$ cat src/logic/ecc_pkg.sv
// package for the read-merge-write error-correcting memory path:
// widths, check-bit layout, state encoding and the carrier structs.
// assumes one memory controller clock domain and a 64-bit memory word.
package ecc_pkg;

   // -----------------------------------------------------------------
   // widths
   // -----------------------------------------------------------------
   localparam int DATA_W  = 64;
   localparam int CHECK_W = 8;
   localparam int BE_W    = DATA_W / 8;
   localparam int ADDR_W  = 32;
   localparam int SYND_W  = CHECK_W - 1;

   localparam logic [BE_W-1:0]    BE_FULL     = 8'hff;
   localparam logic [DATA_W-1:0]  DATA_RESET  = 64'h0;
   localparam logic [CHECK_W-1:0] CHECK_RESET = 8'h0;
   localparam logic [ADDR_W-1:0]  ADDR_RESET  = 32'h0;
   localparam logic [BE_W-1:0]    BE_RESET    = 8'h0;

   // -----------------------------------------------------------------
   // check-bit layout
   // -----------------------------------------------------------------
   // hamming position of data bit j: the j-th index from 3 upward that is
   // not a power of two; check bits sit at 1,2,4..64, overall parity last
   function automatic int dataPos(input int j);
      int p;
      int n;
      p = 2;
      n = -1;
      while (n < j) begin
         p = p + 1;
         if ((p & (p - 1)) != 0) begin
            n = n + 1;
         end
      end
      return p;
   endfunction

   function automatic logic [DATA_W-1:0] checkMask(input int k);
      logic [DATA_W-1:0] m;
      m = '0;
      for (int j = 0; j < DATA_W; j++) begin
         m[j] = ((dataPos(j) >> k) & 1) == 1;
      end
      return m;
   endfunction

   // -----------------------------------------------------------------
   // state and carriers
   // -----------------------------------------------------------------
   typedef enum logic [1:0] {
      ST_IDLE,
      ST_RD_CMD,
      ST_RD_WAIT,
      ST_WR_CMD
   } state_e;

   typedef struct packed {
      logic              write;
      logic [ADDR_W-1:0] addr;
      logic [DATA_W-1:0] data;
      logic [BE_W-1:0]   byteEn;
   } req_s;

   typedef struct packed {
      logic               write;
      logic [ADDR_W-1:0]  addr;
      logic [DATA_W-1:0]  data;
      logic [CHECK_W-1:0] check;
      logic [BE_W-1:0]    byteEn;
   } memCmd_s;

   typedef struct packed {
      logic [DATA_W-1:0]  data;
      logic [CHECK_W-1:0] check;
   } memRd_s;

   typedef struct packed {
      logic              write;
      logic [DATA_W-1:0] data;
      logic              corrected;
      logic              uncorrectable;
   } rsp_s;

endpackage

$ cat src/logic/secded_codec.sv
// single-error-correct, double-error-detect codec over one 64-bit word.
// purely combinational; the caller registers whatever it needs.
`timescale 1ns/100ps

module secded_codec (
   // encoder
   input  wire logic [ecc_pkg::DATA_W-1:0]  encData,
   output logic      [ecc_pkg::CHECK_W-1:0] encCheck,
   // decoder
   input  wire logic [ecc_pkg::DATA_W-1:0]  decData,
   input  wire logic [ecc_pkg::CHECK_W-1:0] decCheck,
   output logic      [ecc_pkg::DATA_W-1:0]  decFixed,
   output logic                             decSingle,
   output logic                             decDouble
);

   // -----------------------------------------------------------------
   // check bits: hamming bits per mask, top bit is overall parity
   // -----------------------------------------------------------------
   logic [ecc_pkg::SYND_W-1:0] encHam;
   logic [ecc_pkg::SYND_W-1:0] decHam;
   logic [ecc_pkg::SYND_W-1:0] syndrome;
   logic                       parityBad;

   genvar k;
   generate
      for (k = 0; k < ecc_pkg::SYND_W; k++) begin : g_check
         localparam logic [ecc_pkg::DATA_W-1:0] MASK = ecc_pkg::checkMask(k);
         assign encHam[k] = ^(encData & MASK);
         assign decHam[k] = ^(decData & MASK);
      end
   endgenerate

   assign encCheck  = {^{encData, encHam}, encHam};
   assign syndrome  = decHam ^ decCheck[ecc_pkg::SYND_W-1:0];
   assign parityBad = ^{decData, decCheck};

   // odd parity flags a single flip (a zero syndrome means the parity bit
   // itself); a nonzero syndrome with even parity is two flips
   assign decSingle = parityBad;
   assign decDouble = !parityBad && (syndrome != '0);

   genvar j;
   generate
      for (j = 0; j < ecc_pkg::DATA_W; j++) begin : g_fix
         localparam logic [ecc_pkg::SYND_W-1:0] POS =
            ecc_pkg::SYND_W'(ecc_pkg::dataPos(j));
         assign decFixed[j] = decData[j] ^ (parityBad && (syndrome == POS));
      end
   endgenerate

endmodule // secded_codec

$ cat src/logic/ecc_read_merge_write.sv
// memory-path engine between the system request side and the sdram word port.
// assumes one clock domain, one outstanding memory command, and read data
// returned by the memory some cycles after its read command is taken.
//
// Contract
// A configuration input turns the error-correcting integrity mode on or off.
// With the mode on, an 8-bit check code is computed over every 64-bit word written.
// With the mode on, every memory write stores a whole 64-bit word plus its code at once.
// A write narrower than a full word is done as read-merge-write, never as a partial write; the code does so only with the mode on.
// The merge reads the word, inserts new bytes, recodes the result and writes word and code.
// A single-bit error in the word read for a merge is corrected before the new bytes go in.
// With the mode on, reads correct single-bit errors and flag multi-bit errors uncorrectable; the code detects only double-bit errors.
// With the mode off, no code is made or checked and partial writes use byte enables directly.
`timescale 1ns/100ps

module ecc_read_merge_write (
   // clock and reset
   input  wire logic             clk,
   input  wire logic             reset_n,
   // configuration
   input  wire logic             eccEnable,
   // system request side
   input  wire logic             reqValid,
   output logic                  reqReady,
   input  wire ecc_pkg::req_s    req,
   // system response side
   output logic                  rspValid,
   output ecc_pkg::rsp_s         rsp,
   // memory command port
   output logic                  memCmdValid,
   input  wire logic             memCmdReady,
   output ecc_pkg::memCmd_s      memCmd,
   // memory read return
   input  wire logic             memRdValid,
   input  wire ecc_pkg::memRd_s  memRd
);

   // -----------------------------------------------------------------
   // state
   // -----------------------------------------------------------------
   ecc_pkg::state_e  state_r,   state_nxt;
   ecc_pkg::memCmd_s cmd_r,     cmd_nxt;
   ecc_pkg::rsp_s    rsp_r,     rsp_nxt;
   logic             rspVld_r,  rspVld_nxt;
   logic             eccOn_r,   eccOn_nxt;
   logic             isRead_r,  isRead_nxt;
   logic [ecc_pkg::DATA_W-1:0] newData_r, newData_nxt;
   logic [ecc_pkg::BE_W-1:0]   newBe_r,   newBe_nxt;
   logic                       fixOld_r,  fixOld_nxt;

   // -----------------------------------------------------------------
   // codec
   // -----------------------------------------------------------------
   logic [ecc_pkg::DATA_W-1:0]  encIn;
   logic [ecc_pkg::CHECK_W-1:0] encOut;
   logic [ecc_pkg::DATA_W-1:0]  fixedData;
   logic                        single;
   logic                        double;
   logic [ecc_pkg::DATA_W-1:0]  merged;

   secded_codec u_codec (
      .encData   (encIn),
      .encCheck  (encOut),
      .decData   (memRd.data),
      .decCheck  (memRd.check),
      .decFixed  (fixedData),
      .decSingle (single),
      .decDouble (double)
   );

   // new bytes go over the corrected old word, byte by byte
   genvar b;
   generate
      for (b = 0; b < ecc_pkg::BE_W; b++) begin : g_merge
         assign merged[8*b +: 8] = newBe_r[b] ? newData_r[8*b +: 8]
                                              : fixedData[8*b +: 8];
      end
   endgenerate

   // the encoder sees the incoming word in idle and the merged word otherwise
   assign encIn = (state_r == ecc_pkg::ST_IDLE) ? req.data : merged;

   // -----------------------------------------------------------------
   // handshakes and outputs
   // -----------------------------------------------------------------
   assign reqReady    = (state_r == ecc_pkg::ST_IDLE);
   assign memCmdValid = (state_r == ecc_pkg::ST_RD_CMD) || (state_r == ecc_pkg::ST_WR_CMD);
   assign memCmd      = cmd_r;
   assign rspValid    = rspVld_r;
   assign rsp         = rsp_r;

   // -----------------------------------------------------------------
   // next-state logic
   // -----------------------------------------------------------------
   always_comb begin
      state_nxt   = state_r;
      cmd_nxt     = cmd_r;
      rsp_nxt     = rsp_r;
      rspVld_nxt  = 1'b0;
      eccOn_nxt   = eccOn_r;
      isRead_nxt  = isRead_r;
      newData_nxt = newData_r;
      newBe_nxt   = newBe_r;
      fixOld_nxt  = fixOld_r;

      case (state_r)
         ecc_pkg::ST_IDLE: begin
            if (reqValid) begin
               // mode is caught per request so a change never splits a merge
               eccOn_nxt    = eccEnable;
               isRead_nxt   = !req.write;
               newData_nxt  = req.data;
               newBe_nxt    = req.byteEn;
               fixOld_nxt   = 1'b0;
               cmd_nxt.addr = req.addr;
               if (!req.write) begin
                  // a plain read fetches the whole word so its code can be checked
                  cmd_nxt.write  = 1'b0;
                  cmd_nxt.byteEn = ecc_pkg::BE_FULL;
                  cmd_nxt.data   = ecc_pkg::DATA_RESET;
                  cmd_nxt.check  = ecc_pkg::CHECK_RESET;
                  state_nxt      = ecc_pkg::ST_RD_CMD;
               end else if (eccEnable && (req.byteEn != ecc_pkg::BE_FULL)) begin
                  // partial write under the code: fetch the old word first
                  cmd_nxt.write  = 1'b0;
                  cmd_nxt.byteEn = ecc_pkg::BE_FULL;
                  cmd_nxt.data   = ecc_pkg::DATA_RESET;
                  cmd_nxt.check  = ecc_pkg::CHECK_RESET;
                  state_nxt      = ecc_pkg::ST_RD_CMD;
               end else begin
                  cmd_nxt.write  = 1'b1;
                  cmd_nxt.data   = req.data;
                  cmd_nxt.byteEn = eccEnable ? ecc_pkg::BE_FULL : req.byteEn;
                  cmd_nxt.check  = eccEnable ? encOut : ecc_pkg::CHECK_RESET;
                  state_nxt      = ecc_pkg::ST_WR_CMD;
               end
            end
         end

         ecc_pkg::ST_RD_CMD: begin
            // return data is ignored until the read command has been taken
            if (memCmdReady) begin
               state_nxt = ecc_pkg::ST_RD_WAIT;
            end
         end

         ecc_pkg::ST_RD_WAIT: begin
            if (memRdValid) begin
               if (isRead_r) begin
                  rspVld_nxt            = 1'b1;
                  rsp_nxt.write         = 1'b0;
                  rsp_nxt.data          = eccOn_r ? fixedData : memRd.data;
                  rsp_nxt.corrected     = eccOn_r && single;
                  rsp_nxt.uncorrectable = eccOn_r && double;
                  state_nxt             = ecc_pkg::ST_IDLE;
               end else if (double) begin
                  // never recode a word known to be bad: that would hide it
                  rspVld_nxt            = 1'b1;
                  rsp_nxt.write         = 1'b1;
                  rsp_nxt.data          = ecc_pkg::DATA_RESET;
                  rsp_nxt.corrected     = 1'b0;
                  rsp_nxt.uncorrectable = 1'b1;
                  state_nxt             = ecc_pkg::ST_IDLE;
               end else begin
                  cmd_nxt.write         = 1'b1;
                  cmd_nxt.data          = merged;
                  cmd_nxt.check         = encOut;
                  cmd_nxt.byteEn        = ecc_pkg::BE_FULL;
                  // held aside so rsp never moves before its own rspValid
                  fixOld_nxt            = single;
                  state_nxt             = ecc_pkg::ST_WR_CMD;
               end
            end
         end

         ecc_pkg::ST_WR_CMD: begin
            if (memCmdReady) begin
               rspVld_nxt            = 1'b1;
               rsp_nxt.write         = 1'b1;
               rsp_nxt.data          = ecc_pkg::DATA_RESET;
               rsp_nxt.uncorrectable = 1'b0;
               // only a merge can have fixed an old bit; plain writes report 0
               rsp_nxt.corrected     = fixOld_r;
               state_nxt             = ecc_pkg::ST_IDLE;
            end
         end

         default: begin
            state_nxt = ecc_pkg::ST_IDLE;
         end
      endcase
   end

   // -----------------------------------------------------------------
   // registers
   // -----------------------------------------------------------------
   always_ff @(posedge clk or negedge reset_n) begin
      if (!reset_n) begin
         state_r   <= ecc_pkg::ST_IDLE;
         cmd_r     <= '{write: 1'b0, addr: ecc_pkg::ADDR_RESET, data: ecc_pkg::DATA_RESET,
                        check: ecc_pkg::CHECK_RESET, byteEn: ecc_pkg::BE_RESET};
         rsp_r     <= '{write: 1'b0, data: ecc_pkg::DATA_RESET,
                        corrected: 1'b0, uncorrectable: 1'b0};
         rspVld_r  <= 1'b0;
         eccOn_r   <= 1'b0;
         isRead_r  <= 1'b0;
         newData_r <= ecc_pkg::DATA_RESET;
         newBe_r   <= ecc_pkg::BE_RESET;
         fixOld_r  <= 1'b0;
      end else begin
         state_r   <= state_nxt;
         cmd_r     <= cmd_nxt;
         rsp_r     <= rsp_nxt;
         rspVld_r  <= rspVld_nxt;
         eccOn_r   <= eccOn_nxt;
         isRead_r  <= isRead_nxt;
         newData_r <= newData_nxt;
         newBe_r   <= newBe_nxt;
         fixOld_r  <= fixOld_nxt;
      end
   end

endmodule // ecc_read_merge_write

$ cat config.mk
export PLATFORM = sky130hd
export DESIGN_NAME = ecc_read_merge_write
export DESIGN_NICKNAME = d
export VERILOG_FILES = /design/src/logic/ecc_pkg.sv /design/src/logic/secded_codec.sv /design/src/logic/ecc_read_merge_write.sv
export SDC_FILE = /design/constraint.sdc
export NUM_CORES = 1
export LEC_CHECK = 0
export ABC_CLOCK_PERIOD_IN_PS = 8600
export BUFFER_PORTS_ARGS = -buffer_cell sky130_fd_sc_hd__buf_2
export CORE_MARGIN = 5
export CORE_UTILIZATION = 35
export CTS_CLUSTER_DIAMETER = 40
export DETAILED_ROUTE_END_ITERATION = 10
export PLACE_DENSITY = 0.62
export SETUP_SLACK_MARGIN = 0.15
export SYNTH_ARGS = -nofsm -noshare
export SYNTH_HDL_FRONTEND = slang
export SYNTH_SLANG_ARGS = --single-unit
$ cat constraint.sdc
create_clock -name clk -period 8.6 [get_ports clk]
set_input_delay 1.72 -clock clk [delete_from_list [all_inputs] [get_ports clk]]
set_output_delay 1.72 -clock clk [all_outputs]
set_load 0.1 [all_outputs]
==> qor.csv <==
stage,metric,value,unit
outcome,outcome,"complete, no violations",
critical_path,critical_path_required,9.08,ns
floorplanning,rows,81,
layout,syn2layout_area_growth,24.1,%
timing,fmax,123,MHz
clock_network,cts_tree,built,
synthesis,synth_area_leader_cell,dfrtp_1,
detailed_routing,dr.pass1.iters,6,
grt,grt_pass1_vias,15600,
clock_network,clockBufferDepth,3,
timing,min_period,8.15,ns
synthesis,ys.flop_type,dfrtp_1,
synthesis,synth.distinct_cells,72,
timing,rsz0062_at_grt,false,
detailed_routing,via_per_inst,5.40,
timing,maxSlewHeadroom,23.5,%
clock_network,hold_buffers,0,
synthesis,synthArstFlopShare,100,%
layout,utilization,44.1,%
layout,fillers,4816,
floorplanning,die_area,0.0543,mm²
critical_path,arrival,8.64,ns
synthesis,synth-seq-cells,258,
clock_network,htree_levels,2,
floorplanning,num_io_pins,366,
synthesis,synthCells,1861,
clock_network,clk_pin_slew,0.05,ns
min_path,min_from,memCmd[112],
clock_network,cts_resized,0,
synthesis,synth.area.top_cells,"dfrtp_1 37%, xnor2_1 14%, mux2_2 6.4%, xnor3_1 4.9%, o21ai_0 4.9%",
detailed_routing,drtIter0Drc,1446,
detailed_routing,wirelength,73000,µm
synthesis,synth_area,0.0174,mm²
clock_network,numCtsBuffers,49,
synthesis,yosysSeqAreaShare,37.1,%
floorplanning,die_h,233,µm
synthesis,postSynthAreaPerCell,9.36,µm²
timing,worst_slew_pin_slew,1.14,ns
floorplanning,initial_core_util,35.5,%
timing,hold_violations,0,
flow_run,drv_cap,0,
critical_path,start_kind,input port,
clock_network,clock-sinks,258,
detailed_routing,postRouteAntennaNets,0,
critical_path,worst-path-max-fanout,11,
detailed_routing,drc,0,
layout,final_cell_mix,"364 x buf_2, 281 x xnor2_1, 258 x dfrtp_1",
grt,grt_remaining_overflow,0,
clock_network,postCtsSetupBuffers,0,
timing,tns,0,ns
grt,track_usage,26.1,%
synthesis,synth_top_area_share,37.1,%
placed_design,gp_congestion,1.03,
critical_path,crit_start,memRd[63],
floorplanning,core-area,0.0491,mm²
grt,antenna_found_initial,12,
detailed_routing,via_count,15500,
timing,period_share,94.8,%
grt,grt_start_max_net_pins,152,
placed_design,place.detailed.hpwl,56900,µm
clock_network,cts_root_buffer,clkbuf_16,
critical_path,cp-end-kind,flop,
layout,drive_above_1_share,28.4,%
timing,slew_viol_final,0,
layout,seq_area,0.00646,mm²
synthesis,syn_nets,2044,
min_path,hp-class,reg -> reg,
placed_design,portBuffers,365,
timing,finalSetupViolations,0,
synthesis,synth-edff-count,0,
grt,grt_first_pass_wirelength,105000,µm
critical_path,rr_startpoint,state_r[1],
floorplanning,fp.dieW,233,µm
layout,multi_input_area,0.0103,mm²
layout,nets,2354,
clock_network,clock_latency,0.60,ns
critical_path,path_class,in -> reg,
synthesis,yosysWarningCount,0,
timing,fin_skew,0.0416,ns
layout,layout_commonest_cell,buf_2,
detailed_routing,wl_per_cell,25.4,µm
cells in the mapped netlist, types with 6 or more instances:
library cell	n
o31ai_2	6
a21oi_1	49
a221oi_1	7
a2111oi_0	12
o21ai_1	10
inv_1	9
o21ai_0	170
buf_2	22
o21a_1	19
and2_1	6
nor2_1	160
mux2i_1	28
o2111ai_1	19
a31oi_1	58
xnor2_1	281
nand3_1	30
nand2b_1	30
dfrtp_1	258
mux2_2	99
o31ai_1	16
xor2_1	60
clkbuf_1	112
nor3_1	31
xnor3_1	38
nand2_1	225
buf_1	8
and3_1	7
cell families after synthesis:
group                     share of synthesized area [%]
muxes                                              8.01
DFF                                                37.1
and+or+nand+nor                                    13.0
AOI/OAI and AO/OA                                  14.8
buffers and inverters                              3.68
xor gates and xnor gates                           23.5
metal layers:
layer  vias to the layer above  track usage, %  share of wire (%)
met5                         -               0               0.14
met4                        16            8.55                3.5
met3                       147            6.39                8.2
met2                       699            43.4                 47
met1                      7634            33.5                 41
li1                       7038               -                  -
layout make-up:
cell class	instances	area share (%)
antenna	3	0.0347
clock buffer	64	6.31
clock inverter	24	1.85
inverter	11	0.191
multi-input combinational	1443	47.9
sequential	258	29.9
tap	664	3.84
timing repair buffer	408	10.0
stage by stage:
stage	setup slack, ns	std cells	hold slack, ns	area, µm²
floorplan	1.88	1861	0.449	17400
global placement	0.0859	2784	0.452	19800
detailed placement	0.106	2784	0.457	19800
CTS	0.624	2872	0.468	21600
global route	0.312	2872	0.501	21600
finish	0.445	2875	0.466	21600
critical path: stages:
cell	delay, ns
buf_2	0.20
xor2_1	0.34
xnor3_1	0.52
xor2_1	0.19
xnor2_1	0.69
nor3_2	0.25
buf_4	0.27
o21ai_1	0.81
nor3_1	0.15
xnor2_1	0.45
a22oi_2	0.22
xnor2_1	0.55
xor3_2	0.56
xnor3_1	0.38
xnor3_1	0.42
xnor3_1	0.42
xnor3_1	0.35
o21ai_1	0.14
registers in the layout (all words and copies together), names as in the netlist, 2 cells and up:
signal	count
newData_r	64
state_r	2
memCmd	113
rsp	67
newBe_r	8
worst paths after layout:
| kind | to | slack (ns) | cells past startpoint |
|---|---|---|---|
| max | memCmd[15] | 0.45 | 18 |
| min | memCmd[112] | 0.47 | 2 |
| max reg2reg | memCmd[15] | 3.03 | 15 |
| min reg2reg | memCmd[112] | 0.47 | 2 |
| max in group asynchronous | memCmd[8] | 6.04 | 2 |
| min in group asynchronous | rsp[41] | 1.18 | 1 |
Power is not shown: default switching activity piles up to over one toggle a cycle in this logic, so the estimate is an artifact.
